## src/core/ssr_regs.svh

```systemverilog
// constants for the spindle synchronisation reference block
//
// Notes on behaviour
// - lock-mode 00 off, 01 slave, 10 master
// - off mode ignores the shared reference line
// - master drives reference and locks to it
// - master reference follows index, idles low
// - only the falling reference edge is used
// - lock must be reached within ten seconds
// - locked phase held within 20 us
// - failed lock raises unit attention 5C01
// - idle sync change raises unit attention
// - busy sync change returns check condition
// - eight-bit skew lags by value/256 revolution
// - every skew value applied, rounded down to whole cycles
// - role change accepted at any time
`ifndef SSR_REGS_SVH
`define SSR_REGS_SVH

// lock-mode encodings
`define SSR_MODE_OFF 2'h0
`define SSR_MODE_SLAVE 2'h1
`define SSR_MODE_MASTER 2'h2
`define SSR_MODE_CONTROL 2'h3

// clock and timing
`define SSR_CLK_MHZ 100
`define SSR_LOCK_TIME_S 10
`define SSR_LOCK_CYC (`SSR_LOCK_TIME_S * `SSR_CLK_MHZ * 1000000)
`define SSR_PHASE_WIN_US 20
`define SSR_PHASE_WIN_CYC (`SSR_PHASE_WIN_US * `SSR_CLK_MHZ)
`define SSR_REF_PERIOD_US 8300
`define SSR_REF_PERIOD_CYC (`SSR_REF_PERIOD_US * `SSR_CLK_MHZ)
`define SSR_REF_TOL_PERMIL 10
`define SSR_REF_MAX_CYC (`SSR_REF_PERIOD_CYC + `SSR_REF_PERIOD_CYC * `SSR_REF_TOL_PERMIL / 1000)
`define SSR_REF_LOSS_CYC (2 * `SSR_REF_MAX_CYC)
`define SSR_REF_HIGH_US 100
`define SSR_REF_HIGH_CYC (`SSR_REF_HIGH_US * `SSR_CLK_MHZ)
`define SSR_SKEW_DEN_LOG2 8

// sense reporting
`define SSR_ASC_SYNC 16'h5c01
`define SSR_ASC_NOSYNC 16'h5c02
`define SSR_KEY_UNIT_ATTN 4'h6
`define SSR_KEY_RECOVERED 4'h1
`define SSR_KEY_HARDWARE 4'h4

`endif

```

## src/core/ssr_pkg.sv

```systemverilog
// types shared by the spindle synchronisation reference block
package ssr_pkg;

    // lock sequencing states
    typedef enum logic [1:0] {
        SSR_ST_OFF,
        SSR_ST_ACQUIRE,
        SSR_ST_LOCKED,
        SSR_ST_UNLOCKED
    } ssr_state_e;

    // one sense report toward the command interface
    typedef struct packed {
        logic check;
        logic all_init;
        logic [3:0] key;
        logic [15:0] asc;
    } ssr_sense_s;

endpackage

```

## src/core/ssr_phase_meter.sv

```systemverilog
// phase comparison of spindle index against the skewed lock point
`timescale 1ns/10ps
`default_nettype none
`include "ssr_regs.svh"

module ssr_phase_meter
    import ssr_pkg::*;
(
    // clock and reset
    input wire logic clk_i,
    input wire logic rst_n_i,
    // events
    input wire logic enable_i,
    input wire logic target_i,
    input wire logic index_i,
    // result
    output logic sample_o,
    output logic good_o,
    output logic [15:0] err_o
);

    localparam logic [15:0] WIN = 16'(`SSR_PHASE_WIN_CYC);

    logic [15:0] since_idx_reg;
    logic [15:0] win_cnt_reg;
    logic armed_reg;
    logic hit_reg;

    // index seen shortly before the lock point counts as early
    wire early_hit = index_i || (since_idx_reg <= WIN);
    wire win_end = armed_reg && (win_cnt_reg == WIN);

    // age of the last index edge, saturating just past the window
    always_ff @(posedge clk_i or negedge rst_n_i)
    begin
        if (!rst_n_i)
            since_idx_reg <= 16'hffff;
        else if (index_i)
            since_idx_reg <= 16'h0000;
        else if (since_idx_reg <= WIN)
            since_idx_reg <= since_idx_reg + 16'h0001;
    end

    // window of +-20 us around each lock point
    always_ff @(posedge clk_i or negedge rst_n_i)
    begin
        if (!rst_n_i)
        begin
            armed_reg <= 1'b0;
            hit_reg <= 1'b0;
            win_cnt_reg <= 16'h0000;
            err_o <= 16'h0000;
        end
        else if (!enable_i)
        begin
            armed_reg <= 1'b0;
            hit_reg <= 1'b0;
        end
        else if (target_i)
        begin
            armed_reg <= 1'b1;
            win_cnt_reg <= 16'h0000;
            hit_reg <= early_hit;
            err_o <= index_i ? 16'h0000 : since_idx_reg;
        end
        else if (armed_reg)
        begin
            win_cnt_reg <= win_cnt_reg + 16'h0001;
            if (index_i && !hit_reg)
            begin
                hit_reg <= 1'b1;
                err_o <= win_cnt_reg + 16'h0001;
            end
            if (win_end)
                armed_reg <= 1'b0;
        end
    end

    // one verdict per revolution, at the far edge of the window
    always_ff @(posedge clk_i or negedge rst_n_i)
    begin
        if (!rst_n_i)
        begin
            sample_o <= 1'b0;
            good_o <= 1'b0;
        end
        else
        begin
            sample_o <= win_end && enable_i && !target_i;
            if (win_end)
                good_o <= hit_reg;
        end
    end
endmodule
`default_nettype wire

```

## src/core/ssr_spindle_sync.sv

```systemverilog
// spindle synchronisation: mode, reference, lock and sense reporting
`timescale 1ns/10ps
`default_nettype none
`include "ssr_regs.svh"

module ssr_spindle_sync
    import ssr_pkg::*;
#(
    parameter int unsigned LOCK_CYC = `SSR_LOCK_CYC,
    parameter int unsigned REF_LOSS_CYC = `SSR_REF_LOSS_CYC,
    parameter int unsigned REF_HIGH_CYC = `SSR_REF_HIGH_CYC
)
(
    // clock and reset
    input wire logic sys_clk_i,
    input wire logic reset_n_i,
    // configuration from the command interface
    input wire logic [1:0] rotation_lock_mode_i,
    input wire logic [7:0] skew_i,
    // operation status from the command interface
    input wire logic io_active_i,
    input wire logic io_end_i,
    input wire logic io_ok_i,
    // spindle index from the motor controller pin
    input wire logic index_i,
    // shared reference line, two-way
    input wire logic spindle_reference_pulse_i,
    output logic spindle_reference_pulse_o,
    output logic spindle_reference_pulse_oe_o,
    // phase-lock point for the spindle servo
    output logic lock_point_o,
    output logic [15:0] phase_err_o,
    // status and sense reports
    output logic synced_o,
    output logic sense_valid_o,
    output ssr_sense_s sense_o
);

    // active roles; 11b control mode is treated as off
    function automatic logic mode_active(input logic [1:0] m);
        mode_active = (m == `SSR_MODE_SLAVE) || (m == `SSR_MODE_MASTER);
    endfunction

    logic rst_s1_reg;
    logic rst_n;
    logic ref_s1_reg;
    logic ref_s2_reg;
    logic ref_d_reg;
    logic idx_s1_reg;
    logic idx_s2_reg;
    logic idx_d_reg;
    logic [1:0] mode_reg;
    logic [19:0] hi_cnt_reg;
    logic [20:0] since_fall_reg;
    logic [20:0] period_reg;
    logic ref_seen_reg;
    logic [29:0] acq_cnt_reg;
    ssr_state_e state_reg;
    ssr_state_e state_next;
    logic ua_pend_reg;
    logic [15:0] ua_asc_reg;
    logic chk_pend_reg;
    logic [15:0] chk_asc_reg;
    logic sample;
    logic good;

    // reset release through two flops
    always_ff @(posedge sys_clk_i or negedge reset_n_i)
    begin
        if (!reset_n_i)
        begin
            rst_s1_reg <= 1'b0;
            rst_n <= 1'b0;
        end
        else
        begin
            rst_s1_reg <= 1'b1;
            rst_n <= rst_s1_reg;
        end
    end

    // pin synchronisers; the first stage feeds only the second
    always_ff @(posedge sys_clk_i or negedge rst_n)
    begin
        if (!rst_n)
        begin
            ref_s1_reg <= 1'b0;
            ref_s2_reg <= 1'b0;
            ref_d_reg <= 1'b0;
            idx_s1_reg <= 1'b0;
            idx_s2_reg <= 1'b0;
            idx_d_reg <= 1'b0;
        end
        else
        begin
            ref_s1_reg <= spindle_reference_pulse_i;
            ref_s2_reg <= ref_s1_reg;
            ref_d_reg <= ref_s2_reg;
            idx_s1_reg <= index_i;
            idx_s2_reg <= idx_s1_reg;
            idx_d_reg <= idx_s2_reg;
        end
    end

    // mode decode and edge detection
    wire mode_chg = rotation_lock_mode_i != mode_reg;
    wire active = mode_active(mode_reg);
    wire is_master = mode_reg == `SSR_MODE_MASTER;
    wire idx_rise = idx_s2_reg && !idx_d_reg;
    wire ref_fall = active && ref_d_reg && !ref_s2_reg;
    wire ref_lost = since_fall_reg >= 21'(REF_LOSS_CYC);

    // lagging skew as a fraction of the measured period, rounded down to whole cycles
    wire [28:0] skew_prod = 29'(period_reg) * 29'(skew_i);
    wire [20:0] skew_delay = skew_prod[28:`SSR_SKEW_DEN_LOG2];
    wire target = active && ref_seen_reg && !ref_lost && (since_fall_reg == skew_delay);

    // role is taken over whenever the command interface changes it
    always_ff @(posedge sys_clk_i or negedge rst_n)
    begin
        if (!rst_n)
            mode_reg <= `SSR_MODE_OFF;
        else
            mode_reg <= rotation_lock_mode_i;
    end

    // master pulse: launched by our own index, held high a fixed time
    always_ff @(posedge sys_clk_i or negedge rst_n)
    begin
        if (!rst_n)
        begin
            hi_cnt_reg <= 20'h00000;
            spindle_reference_pulse_o <= 1'b0;
            spindle_reference_pulse_oe_o <= 1'b0;
        end
        else
        begin
            spindle_reference_pulse_oe_o <= is_master && !mode_chg;
            if (!is_master)
            begin
                hi_cnt_reg <= 20'h00000;
                spindle_reference_pulse_o <= 1'b0;
            end
            else if (idx_rise)
            begin
                hi_cnt_reg <= 20'(REF_HIGH_CYC - 1);
                spindle_reference_pulse_o <= 1'b1;
            end
            else if (hi_cnt_reg != 20'h00000)
                hi_cnt_reg <= hi_cnt_reg - 20'h00001;
            else
                spindle_reference_pulse_o <= 1'b0;
        end
    end

    // period of the line, falling edge to falling edge; a master
    // measures its own pulse read back from the line, like a slave
    always_ff @(posedge sys_clk_i or negedge rst_n)
    begin
        if (!rst_n)
        begin
            since_fall_reg <= 21'h000000;
            period_reg <= 21'(`SSR_REF_PERIOD_CYC);
            ref_seen_reg <= 1'b0;
        end
        else if (!active)
        begin
            since_fall_reg <= 21'h000000;
            ref_seen_reg <= 1'b0;
        end
        else if (ref_fall)
        begin
            since_fall_reg <= 21'h000000;
            ref_seen_reg <= 1'b1;
            if (ref_seen_reg && !ref_lost)
                period_reg <= since_fall_reg + 21'h000001;
        end
        else if (!ref_lost)
            since_fall_reg <= since_fall_reg + 21'h000001;
    end

    // phase comparison of our index against the skewed lock point
    ssr_phase_meter u_meter (
        .clk_i(sys_clk_i),
        .rst_n_i(rst_n),
        .enable_i(active),
        .target_i(target),
        .index_i(idx_rise),
        .sample_o(sample),
        .good_o(good),
        .err_o(phase_err_o)
    );

    // lock sequencing
    wire in_lock = sample && good;
    wire out_lock = (sample && !good) || (ref_lost && ref_seen_reg);
    wire acq_timeout = acq_cnt_reg == 30'(LOCK_CYC - 1);

    always_comb
    begin
        state_next = state_reg;
        if (mode_chg)
            state_next = mode_active(rotation_lock_mode_i) ? SSR_ST_ACQUIRE : SSR_ST_OFF;
        else
        begin
            case (state_reg)
                SSR_ST_OFF:
                    if (active)
                        state_next = SSR_ST_ACQUIRE;
                SSR_ST_ACQUIRE:
                    if (in_lock)
                        state_next = SSR_ST_LOCKED;
                    else if (acq_timeout)
                        state_next = SSR_ST_UNLOCKED;
                SSR_ST_LOCKED:
                    if (out_lock)
                        state_next = SSR_ST_UNLOCKED;
                SSR_ST_UNLOCKED:
                    if (in_lock)
                        state_next = SSR_ST_LOCKED;
                default:
                    state_next = SSR_ST_OFF;
            endcase
        end
    end

    // events feeding the sense reports
    wire lock_fail = state_reg == SSR_ST_ACQUIRE && state_next == SSR_ST_UNLOCKED;
    wire sync_gain = state_reg == SSR_ST_UNLOCKED && state_next == SSR_ST_LOCKED;
    wire sync_loss = state_reg == SSR_ST_LOCKED && state_next == SSR_ST_UNLOCKED;
    wire sync_chg = sync_gain || sync_loss;
    wire [15:0] chg_asc = sync_gain ? `SSR_ASC_SYNC : `SSR_ASC_NOSYNC;

    // state and lock timer
    always_ff @(posedge sys_clk_i or negedge rst_n)
    begin
        if (!rst_n)
        begin
            state_reg <= SSR_ST_OFF;
            acq_cnt_reg <= 30'h00000000;
            synced_o <= 1'b0;
            lock_point_o <= 1'b0;
        end
        else
        begin
            state_reg <= state_next;
            acq_cnt_reg <= (state_next == SSR_ST_ACQUIRE && state_reg == SSR_ST_ACQUIRE)
                ? acq_cnt_reg + 30'h00000001 : 30'h00000000;
            synced_o <= state_next == SSR_ST_LOCKED;
            lock_point_o <= target;
        end
    end

    // pending reports; a new event wins over the clear in the same cycle
    wire ua_set = lock_fail || (sync_chg && !io_active_i);
    wire chk_set = sync_chg && io_active_i;
    wire chk_emit = chk_pend_reg && io_end_i;
    wire ua_emit = ua_pend_reg && !chk_emit;

    always_ff @(posedge sys_clk_i or negedge rst_n)
    begin
        if (!rst_n)
        begin
            ua_pend_reg <= 1'b0;
            ua_asc_reg <= `SSR_ASC_SYNC;
            chk_pend_reg <= 1'b0;
            chk_asc_reg <= `SSR_ASC_SYNC;
        end
        else
        begin
            if (ua_set)
            begin
                ua_pend_reg <= 1'b1;
                ua_asc_reg <= lock_fail ? `SSR_ASC_SYNC : chg_asc;
            end
            else if (ua_emit)
                ua_pend_reg <= 1'b0;
            if (chk_set)
            begin
                chk_pend_reg <= 1'b1;
                chk_asc_reg <= chg_asc;
            end
            else if (chk_emit)
                chk_pend_reg <= 1'b0;
        end
    end

    // one report a cycle; the busy operation's answer goes first
    always_ff @(posedge sys_clk_i or negedge rst_n)
    begin
        if (!rst_n)
        begin
            sense_valid_o <= 1'b0;
            sense_o <= '0;
        end
        else
        begin
            sense_valid_o <= chk_emit || ua_emit;
            if (chk_emit)
            begin
                sense_o.check <= 1'b1;
                sense_o.all_init <= 1'b0;
                sense_o.key <= io_ok_i ? `SSR_KEY_RECOVERED : `SSR_KEY_HARDWARE;
                sense_o.asc <= chk_asc_reg;
            end
            else if (ua_emit)
            begin
                sense_o.check <= 1'b0;
                sense_o.all_init <= 1'b1;
                sense_o.key <= `SSR_KEY_UNIT_ATTN;
                sense_o.asc <= ua_asc_reg;
            end
        end
    end
endmodule
`default_nettype wire

```

## config.mk

```make
export PLATFORM = sky130hd
export DESIGN_NAME = ssr_spindle_sync
export DESIGN_NICKNAME = d
export VERILOG_FILES = /design/src/core/ssr_pkg.sv /design/src/core/ssr_phase_meter.sv /design/src/core/ssr_spindle_sync.sv
export VERILOG_INCLUDE_DIRS = /design/src /design/src/core
export SDC_FILE = /design/constraint.sdc
export NUM_CORES = 1
export LEC_CHECK = 0
export ABC_AREA = 1
export BUFFER_PORTS_ARGS = -buffer_cell sky130_fd_sc_hd__buf_2
export CORE_ASPECT_RATIO = 1.25
export CORE_MARGIN = 2
export CORE_UTILIZATION = 51
export CTS_CLUSTER_DIAMETER = 200
export DETAILED_ROUTE_END_ITERATION = 12
export PLACE_DENSITY = 0.68
export RECOVER_POWER = 25
export SLEW_MARGIN = 20
export SYNTH_ARGS = -nofsm -noshare
export SYNTH_HDL_FRONTEND = slang
export SYNTH_SLANG_ARGS = --single-unit
```

## constraint.sdc

```tcl
create_clock -name sys_clk_i -period 14 [get_ports sys_clk_i]
set_input_delay 1.4 -clock sys_clk_i [delete_from_list [all_inputs] [get_ports sys_clk_i]]
set_output_delay 1.4 -clock sys_clk_i [all_outputs]
set_load 0.1 [all_outputs]
```

==> flow_metrics.env, run 1 <==
export IMPL_ys_ff_latch=175
export IMPL_async_reset_ff_frac=1.00
export IMPL_timing_final_crit_period_ns=7.26
export IMPL_placedCellCount=2382
export IMPL_detail_route_wirelength_um=34900
export IMPL_synth_top_area_share=0.252
export IMPL_max_freq_mhz=138
export IMPL_netlist_instances=2040
export IMPL_largest_register_ffs=30
export IMPL_final_nets=2231
export IMPL_root_buffer="clkbuf_16"
export IMPL_grt_first_pass_wirelength_um=60500
export IMPL_cts_resized_gates=0
export IMPL_synth_area_leaders="dfrtp_1, nand2_1, fa_1, inv_1, ha_1"
export IMPL_drtIter0Drc=808
export IMPL_gp_congestion=0.967
export IMPL_ys_types=47
export IMPL_design_area_um2=15800
export IMPL_cts_num_sinks=175
export IMPL_timing_reg2reg_setup_slack_ns=7.44
export IMPL_worstSetupPathType="in -> reg"
export IMPL_regArea_um2=4410
export IMPL_die_area_um2=30400
export IMPL_final_max_slew_violation_count=114
export IMPL_fp_dieH_um=195
export IMPL_drc=0
export IMPL_final_cells=2414
export IMPL_start_util=0.520
export IMPL_power_density_nw_per_um2=85.8
export IMPL_grt_pass1_vias=12728
export IMPL_synth_edf_count=0
export IMPL_final_fill_count=2757
export IMPL_grt_usage=0.246
export IMPL_io_pins=60
export IMPL_rsz0062_at_grt="no"
export IMPL_cts_buffer_depth=2
export IMPL_post_cts_buffers=0
export IMPL_diodes=0
export IMPL_drive_gt1_frac=0.0641
export IMPL_final_hold_viol_count=0
export IMPL_grt_max_degree=64
export IMPL_max_cap_violations=2
export IMPL_htreeDepth=4
export IMPL_period_share=0.519
export IMPL_critPathMaxFanout=33
export IMPL_multiInputGateArea_um2=8560
export IMPL_route_vias_total=12479
export IMPL_dpl_cell_area_um2=15200
export IMPL_start_kind="input port"
export IMPL_clock_latency_ns=0.43
export IMPL_dr_pass1_iters=6
export IMPL_failed_checks="max-capacitance violations, max-slew violations"
export IMPL_worstSetupEndpointType="register"
export IMPL_vias_per_cell=5.17
export IMPL_clkSlewWorstSetupHoldPaths_ns=0.06
export IMPL_p_total_mw=1.36
export IMPL_postRouteAntennaNets=0
export IMPL_chipWidth_um=156
export IMPL_antenna_found_initial=0
export IMPL_critical_path_required_ns=14.33
export IMPL_tightestPinTransition_ns=3.46
export IMPL_postCtsHoldBufs=0
export IMPL_status="finished, violations left"
export IMPL_yosysWarnings=0
export IMPL_power_leakage_nw=8.18
export IMPL_crit_arrival_ns=7.59
export IMPL_dp_hpwl_um=27400
export IMPL_synth_area_per_cell_um2=7.26
export IMPL_tns_ns=0
export IMPL_fp_coreArea_um2=28500
export IMPL_portBuffers=48
export IMPL_slew_headroom=-1.31
export IMPL_synthFlopType="dfrtp_1"
export IMPL_finalSetupViolations=0
export IMPL_syn_to_final_growth_pct=6.67
export IMPL_peakVddDrop_v=0.000126
export IMPL_rows=69
export IMPL_hp_class="reg -> reg"
export IMPL_finalClockSkew_ns=0.00900
export IMPL_syn_cell_area_um2=14800
export IMPL_cts_inserted_buffers=17
export IMPL_yosysTopAreaCell="dfrtp_1"
export IMPL_ys_seq_area_frac=0.298
export IMPL_wl_per_cell_um=14.5
export IMPL_grt_overflow_total=0
export IMPL_cts_tree="yes"
[cells in the mapped netlist (13+ instances only)]
cell        n
nand2_1   620
inv_1     399
nor2_1    176
dfrtp_1   149
fa_1      113
nand3_1    76
o21ai_0    63
ha_1       55
clkbuf_1   52
a21oi_1    46
xor2_1     42
nand4_1    39
nor3_1     38
dfstp_2    26
buf_4      17
o22ai_1    14
nand2_2    13
[metal layers]
layer | track usage | up-vias | wire length [um]
li1 | - | 6186 | -
met1 | 0.310 | 5972 | 15300
met2 | 0.439 | 258 | 17600
met3 | 0.0250 | 63 | 1030
met4 | 0.0822 | 0 | 979
met5 | 0 | - | 0
[metrics by stage]
stage	hold slack, ns	setup slack, ns	utilization
floorplan	0.331	7.83	-
global placement	0.334	6.45	0.534
finish	0.351	6.74	0.554
CTS	0.353	6.72	0.555
detailed placement	0.339	6.30	0.534
global route	0.358	6.24	0.554
[placed cells by master (no fill, tap or decap), drive strengths merged, types with 4 or more instances in the layout]
cell / instances
conb: 12
buf: 48
clkbuf: 26
inv: 403
nor3: 40
nor4: 11
o21ai: 74
o21bai: 4
a21oi: 48
xor2: 42
xnor2: 12
dfrtp: 149
nor2: 179
dfstp: 26
nor3b: 9
nand4: 39
ha: 55
nand3b: 7
or2: 5
nand3: 77
a31oi: 6
o22ai: 14
fa: 113
nand2: 634
[kinds of logic (layout without fill, tap and decap cells)]
logic type               count (synthesis)  in the layout  synth area share
other                                    2             12          0.000507
XOR/XNOR                                54             54            0.0319
buffers and inverters                  477            486             0.126
flip-flops                             175            175             0.298
AO/OA/AOI/OAI                          160            160            0.0600
AND/OR/NAND/NOR                       1004           1004             0.284
adder cells (fa/ha/maj)                168            168             0.199
[cell type report]
| cell class | count | area share |
|---|---|---|
| multi-input cells | 1398 | 0.542 |
| flip-flops and latches | 175 | 0.279 |
| inverters | 401 | 0.0953 |
| clock buffers | 21 | 0.0285 |
| well taps | 355 | 0.0281 |
| repair buffers | 53 | 0.0169 |
| clock inverters | 11 | 0.00990 |
[worst paths after layout]
check | from | to | depth (start not counted)
max | skew_i[7] | u_meter.win_cnt_reg[1] | 22
min | rst_s1_reg | rst_n | 0
max reg2reg | period_reg[4] | u_meter.win_cnt_reg[1] | 21
min reg2reg | rst_s1_reg | rst_n | 0
max in group asynchronous | rst_n | u_meter.win_cnt_reg[3] | 2
min in group asynchronous | reset_n_i | rst_s1_reg | 1
[critical path: stages]
cell and delay, ns:
buf_2 0.36, nand2_1 0.15, fa_1 0.54, fa_1 0.54, fa_1 0.54, fa_1 0.56, inv_1 0.04, ha_1 0.38
nand2_1 0.17, nor2_1 0.19, nand4_1 0.17, nand3_1 0.22, nand2_1 0.10, nand2_1 0.10, a21oi_1 0.08, xnor2_1 0.17
nand2_1 0.15, nor2_4 0.41, nand2_2 0.26, nand2_1 0.11, nand2_1 0.55, o21ai_0 0.38
[power by group]
| group | switching (mW) | internal (mW) | total [mW] |
|---|---|---|---|
| registers | 0.0301 | 0.534 | 0.564 |
| logic | 0.219 | 0.0788 | 0.298 |
| clock network | 0.205 | 0.288 | 0.493 |
No activity file was read; power rests on OpenSTA's default activity.
==> inputs of run 2 (changes only) <==
--- a/config.mk
+++ b/config.mk
@@ -6,7 +6,7 @@
 export SDC_FILE = /design/constraint.sdc
 export NUM_CORES = 1
 export LEC_CHECK = 0
-export ABC_AREA = 1
+export ABC_AREA = 0
 export BUFFER_PORTS_ARGS = -buffer_cell sky130_fd_sc_hd__buf_2
 export CORE_ASPECT_RATIO = 1.25
 export CORE_MARGIN = 2
==> constraint.sdc (replaced) <==
create_clock -name sys_clk_i -period 6.8 [get_ports sys_clk_i]
set_input_delay 0.68 -clock sys_clk_i [delete_from_list [all_inputs] [get_ports sys_clk_i]]
set_output_delay 0.68 -clock sys_clk_i [all_outputs]
set_load 0.1 [all_outputs]
==> run 2 against run 1 <==
Effect of this change:
- the flow still finishes with violations (max-capacitance violations, max-slew violations)
- clock-buffer cell count fell by 2
- total power increased to 2.5 times the previous value
- die area fell by 2.9%
- non-clock buffer count increased by 12
- clock skew is 0.0045 ns higher
==> flow_metrics.env, run 2 <==
export IMPL_grt_pass1_vias=11407
export IMPL_cts_resized_gates=0
export IMPL_synth_adder_area_share=0.205
export IMPL_status="finished, violations left"
export IMPL_fp_dieH_um=192
export IMPL_period_share=0.926
export IMPL_dp_hpwl_um=26200
export IMPL_layout_commonest_cell="nand2_1"
export IMPL_cts_buffer_depth=2
export IMPL_rows=68
export IMPL_tightestPinTransition_ns=2.94
export IMPL_syn_cell_area_um2=14400
export IMPL_synthMuxAreaShare=0.00949
export IMPL_synth_area_leaders="dfrtp_1, fa_1, nand2_1, ha_1, dfstp_2"
export IMPL_netlist_instances=1615
export IMPL_synthFlopType="dfrtp_1"
export IMPL_yosysWarnings=0
export IMPL_use_met3=0.0316
export IMPL_power_leakage_nw=6.43
export IMPL_portBuffers=48
export IMPL_crit_arrival_ns=6.60
export IMPL_synthTopCellsByCount="nand2_1, dfrtp_1, nor2_1"
export IMPL_drive_gt1_frac=0.0933
export IMPL_rsz0062_at_grt="no"
export IMPL_synth_area_per_cell_um2=8.90
export IMPL_fp_coreArea_um2=27700
export IMPL_final_cell_mix="nand2_1, dfrtp_1, nor2_1"
export IMPL_r2r_start="period_reg[13]"
export IMPL_grt_usage=0.244
export IMPL_worstSetupEndpointType="register"
export IMPL_grt_first_pass_wirelength_um=57800
export IMPL_root_buffer="clkbuf_16"
export IMPL_diodes=0
export IMPL_vias_per_cell=5.58
export IMPL_postRouteAntennaNets=0
export IMPL_grt_use_met1=0.302
export IMPL_drc=0
export IMPL_intPower_mw=2.10
export IMPL_final_fill_count=2482
export IMPL_failed_checks="max-capacitance violations, max-slew violations"
export IMPL_seqPwrFrac=0.365
export IMPL_async_reset_ff_frac=1.00
export IMPL_detail_route_wirelength_um=34200
export IMPL_yosysTopAreaCell="dfrtp_1"
export IMPL_timing_reg2reg_setup_slack_ns=0.51
export IMPL_dr_pass1_iters=5
export IMPL_tns_ns=0
export IMPL_finalClockSkew_ns=0.0135
export IMPL_ys_types=83
export IMPL_cts_num_sinks=175
export IMPL_grt_max_degree=69
export IMPL_htreeDepth=4
export IMPL_route_vias_total=10984
export IMPL_power_switching_mw=1.35
export IMPL_power_density_nw_per_um2=225
export IMPL_p_total_mw=3.45
export IMPL_slew_headroom=-0.961
export IMPL_max_freq_mhz=159
export IMPL_clkSlewWorstSetupHoldPaths_ns=0.07
export IMPL_die_area_um2=29500
export IMPL_synth_compound_area_share=0.0996
export IMPL_synth_xor_area_frac=0.0768
export IMPL_grt_overflow_total=0
export IMPL_synth_top_area_share=0.259
export IMPL_max_cap_violations=2
export IMPL_start_util=0.520
export IMPL_antenna_found_initial=0
export IMPL_critical_path_required_ns=7.11
export IMPL_synth_most_common_cell="nand2_1"
export IMPL_final_hold_viol_count=0
export IMPL_clock_latency_ns=0.44
export IMPL_met2_usage=0.431
export IMPL_syn_to_final_growth_pct=6.83
export IMPL_yosys_area_share_simple=0.233
export IMPL_grt_busiest_layer="met2"
export IMPL_cts_inserted_buffers=17
export IMPL_synth_top_family_by_area="simple AND/OR/NAND/NOR gates"
export IMPL_timing_final_crit_period_ns=6.29
export IMPL_ys_seq_area_frac=0.307
export IMPL_postCtsHoldBufs=0
export IMPL_critPathMaxFanout=21
export IMPL_synth_edf_count=0
export IMPL_r2r_cells=18
export IMPL_chipWidth_um=154
export IMPL_swShare=0.391
export IMPL_io_pins=60
export IMPL_hp_class="in -> async"
export IMPL_finalSetupViolations=0
export IMPL_post_cts_buffers=0
export IMPL_rr_endpoint="u_meter.hit_reg"
export IMPL_clockPowerShare=0.310
export IMPL_power_frac_comb=0.325
export IMPL_drtIter0Drc=620
export IMPL_peakVddDrop_v=0.000330
export IMPL_cts_tree="yes"
export IMPL_final_nets=1791
export IMPL_wl_per_cell_um=17.4
export IMPL_worstSetupPathType="in -> reg"
export IMPL_gp_congestion=0.959
export IMPL_largest_register_ffs=30
export IMPL_start_kind="input port"
export IMPL_final_max_slew_violation_count=109
export IMPL_ys_ff_latch=175
## run 2: changes by cell type after synthesis, sizes merged, moves of 22 or more
cell   before  now
nand3      77   44
nor2      179  136
buf        24   46
xnor2      12   66
and2        2   80
nand2     634  251
inv       400  123
or3         0   24
## run 2: power by group through the flow
stage / combinational (mW) / clock (mW) / sequential [mW]
finish: 1.12 / 1.07 / 1.26
floorplan: 0.566 / 0 / 1.61
global placement: 1.12 / 0 / 1.27
detailed placement: 1.12 / 0 / 1.28
CTS: 1.13 / 1.09 / 1.26
global route: 1.23 / 1.14 / 1.27
## run 2: how the worst max path moves through the flow
stage                              start          endpoint  depth (start not counted)
final                          skew_i[7]   u_meter.hit_reg                         19
after detailed placement       skew_i[7]   u_meter.hit_reg                         19
after CTS                 period_reg[13]   u_meter.hit_reg                         18
after global routing           skew_i[7]   u_meter.hit_reg                         19
after global placement         skew_i[3]   u_meter.hit_reg                         20
after floorplan                skew_i[4]  u_meter.err_o[5]                         19
## run 2: kinds of logic (layout without fill, tap and decap cells)
group,count (synthesis),count (layout)
xor+xnor,126,126
mux,13,13
compound gates,218,218
buf+inv,227,221
flops,175,175
other cells,2,12
fa+ha+maj,168,168
simple gates,686,686
## run 2: layout make-up
| cell class | instances | area, um2 | area share |
|---|---|---|---|
| Multi-Input combinational cell | 1223 | 9020 | 0.588 |
| Tap cell | 350 | 438 | 0.0285 |
| Inverter | 124 | 465 | 0.0303 |
| Sequential cell | 175 | 4410 | 0.287 |
| Timing Repair Buffer | 65 | 373 | 0.0243 |
| Clock inverter | 13 | 199 | 0.0130 |
| Clock buffer | 19 | 443 | 0.0289 |
## run 2: layer usage
layer	vias up	share of wire
li1	5276	-
met5	-	0
met3	78	0.030
met2	221	0.51
met1	5409	0.43
met4	0	0.037
## run 2: through the flow
step | util | hold WS (ns) | setup WS (ns) | std cells | area, um2
5_1_grt | 0.555 | 0.0142 | 0.0939 | 1969 | 15300
4_1_cts | 0.556 | 0.00500 | 0.512 | 1969 | 15400
6_report | 0.555 | 0.0195 | 0.506 | 1969 | 15300
3_5_place_dp | 0.532 | 0.336 | 0.0754 | 1937 | 14700
3_3_place_gp | 0.532 | 0.335 | 0.0684 | 1937 | 14700
2_1_floorplan | - | 0.331 | 0.969 | 1625 | 14400
## run 2: worst max-delay path: stages
cell and delay [ns]:
buf_2 0.36, nand2_1 0.16, fa_1 0.53, fa_1 0.52, fa_1 0.52, fa_1 0.55, inv_1 0.04, ha_1 0.44
a21oi_1 0.37, o21ai_0 0.40, a2bb2oi_1 0.29, nand4_1 0.13, nor4b_1 0.35, nand4_1 0.19, nor4_2 0.36, nand3_1 0.12
buf_4 0.21, nor3_1 0.29, nor3_1 0.07
==> inputs of run 3 (changes only) <==
--- a/config.mk
+++ b/config.mk
@@ -14,7 +14,6 @@
 export CTS_CLUSTER_DIAMETER = 200
 export DETAILED_ROUTE_END_ITERATION = 12
 export PLACE_DENSITY = 0.68
-export RECOVER_POWER = 25
 export SLEW_MARGIN = 20
 export SYNTH_ARGS = -nofsm -noshare
 export SYNTH_HDL_FRONTEND = slang
==> run 3 against run 2 <==
Effect of this change:
- the run now ends clean
- hold slack got worse by 0.0011 ns
- worst setup slack got worse by 0.0084 ns
- cell count unchanged
- sequential share of layout area about the same
- sequential cell count unchanged
- critical path type is now reg -> reg
- largest cell class unchanged
==> flow_metrics.env, run 3 (same netlist as run 2, synthesis figures left out) <==
export IMPL_drc=0
export IMPL_post_cts_buffers=0
export IMPL_rows=68
export IMPL_p_total_mw=3.45
export IMPL_hp_class="in -> async"
export IMPL_max_cap_violations=0
export IMPL_peakVddDrop_v=0.000330
export IMPL_timing_final_crit_period_ns=6.30
export IMPL_power_density_nw_per_um2=225
export IMPL_critPathMaxFanout=13
export IMPL_postRouteAntennaNets=0
export IMPL_final_cell_mix="nand2_1, dfrtp_1, nor2_1"
export IMPL_intPower_mw=2.10
export IMPL_drive_gt1_frac=0.0964
export IMPL_slew_headroom=0.392
export IMPL_period_share=0.927
export IMPL_r2r_cells=18
export IMPL_detail_route_wirelength_um=34300
export IMPL_cts_num_sinks=175
export IMPL_finalSetupViolations=0
export IMPL_cts_resized_gates=0
export IMPL_final_max_slew_violation_count=0
export IMPL_diodes=0
export IMPL_grt_max_degree=69
export IMPL_grt_pass1_vias=11407
export IMPL_cts_inserted_buffers=17
export IMPL_path_common_cell="fa_1"
export IMPL_route_vias_total=11019
export IMPL_status="finished clean"
export IMPL_cpPeakStageDelay_ns=0.68
export IMPL_gp_congestion=0.959
export IMPL_layout_commonest_cell="nand2_1"
export IMPL_worstSetupEndpointType="register"
export IMPL_critical_path_required_ns=7.10
export IMPL_drtIter0Drc=587
export IMPL_portBuffers=48
export IMPL_tightestPinTransition_ns=0.910
export IMPL_finalClockSkew_ns=0.0114
export IMPL_start_kind="register"
export IMPL_tns_ns=0
export IMPL_grt_overflow_total=0
export IMPL_worstSetupPathType="reg -> reg"
export IMPL_clkSlewWorstSetupHoldPaths_ns=0.07
export IMPL_cp_slowest_cell="dfstp_2"
export IMPL_postCtsHoldBufs=0
export IMPL_die_area_um2=29500
export IMPL_fp_dieH_um=192
export IMPL_largest_register_ffs=30
export IMPL_grt_usage=0.244
export IMPL_chipWidth_um=154
export IMPL_vias_per_cell=5.60
export IMPL_seqPwrFrac=0.365
export IMPL_max_freq_mhz=159
export IMPL_design_area_um2=15400
export IMPL_grt_first_pass_wirelength_um=57800
export IMPL_final_hold_viol_count=0
export IMPL_dpl_cell_area_um2=14700
export IMPL_htreeDepth=4
export IMPL_dr_pass1_iters=5
export IMPL_syn_to_final_growth_pct=6.91
export IMPL_final_nets=1791
export IMPL_fp_coreArea_um2=27700
export IMPL_cts_buffer_depth=2
export IMPL_start_util=0.520
export IMPL_cts_tree="yes"
export IMPL_power_frac_comb=0.325
export IMPL_crit_arrival_ns=6.61
export IMPL_fin_hold_ws_ns=0.0185
export IMPL_cp_cell_sequence="nand2_1, fa_1, fa_1, fa_1, fa_1, inv_1, ha_1, a21oi_1, o21ai_0, a2bb2oi_1, nand4_1, nor4b_1, nand4_1, nor4_2, nand3_1, buf_4, nor3_1, nor3_1"
export IMPL_io_pins=60
export IMPL_power_switching_mw=1.35
export IMPL_clock_latency_ns=0.44
export IMPL_root_buffer="clkbuf_16"
export IMPL_rsz0062_at_grt="no"
export IMPL_antenna_found_initial=0
export IMPL_clockPowerShare=0.310
export IMPL_power_leakage_nw=6.45
export IMPL_swShare=0.391
export IMPL_wl_per_cell_um=17.4
export IMPL_dp_hpwl_um=26200
export IMPL_final_util=0.556
## run 3: cell types whose count changed in the layout (fill, tap and decap cells not counted), sizes merged
cell,delta
clkbuf,-4
buf,+4
## run 3: final timing paths
kind	startpoint	end	slack (ns)
max in group asynchronous	rst_n	u_meter.win_cnt_reg[1]	5.10
max	period_reg[13]	u_meter.hit_reg	0.50
max reg2reg	period_reg[13]	u_meter.hit_reg	0.50
min	reset_n_i	rst_n	0.02
min in group sys_clk_i	index_i	idx_s1_reg	0.35
min reg2reg	rst_n	since_fall_reg[19]	0.35
## run 3: area by class of cell
class | count | area, um2
flip-flops and latches | 175 | 4420
well taps | 350 | 438
inverters | 124 | 465
clock buffers | 19 | 443
clock inverters | 13 | 199
multi-input cells | 1223 | 9020
repair buffers | 65 | 380
fillers | 2483 | 12300
## run 3: critical path, delay by kind of cell, from the launching register on
family | cells | cell delay [ns]
simple gates | 8 | 1.63
buf+inv | 2 | 0.25
compound gates | 3 | 1.06
fa+ha+maj | 5 | 2.52
flops | 1 | 0.68
## run 3: power groups by stage
stage / sequential, mW / combinational (mW) / clock (mW)
final: 1.26 / 1.12 / 1.07
after global routing: 1.27 / 1.23 / 1.14
after CTS: 1.26 / 1.13 / 1.09
after detailed placement: 1.28 / 1.12 / 0
after global placement: 1.27 / 1.12 / 0
after floorplan: 1.61 / 0.566 / 0
## run 3: per-stage QoR
step                      setup slack, ns  cells
final                               0.497   1969
after global routing               0.0939   1969
after CTS                           0.512   1969
after detailed placement           0.0754   1937
after global placement             0.0684   1937
after floorplan                     0.969   1625
## run 3: routing by layer
layer,GRT usage,vias up,wire length (um)
met5,0,-,0
met4,0.105,0,1250
met3,0.0316,77,1090
met2,0.431,224,17300
met1,0.302,5441,14600
li1,-,5277,-
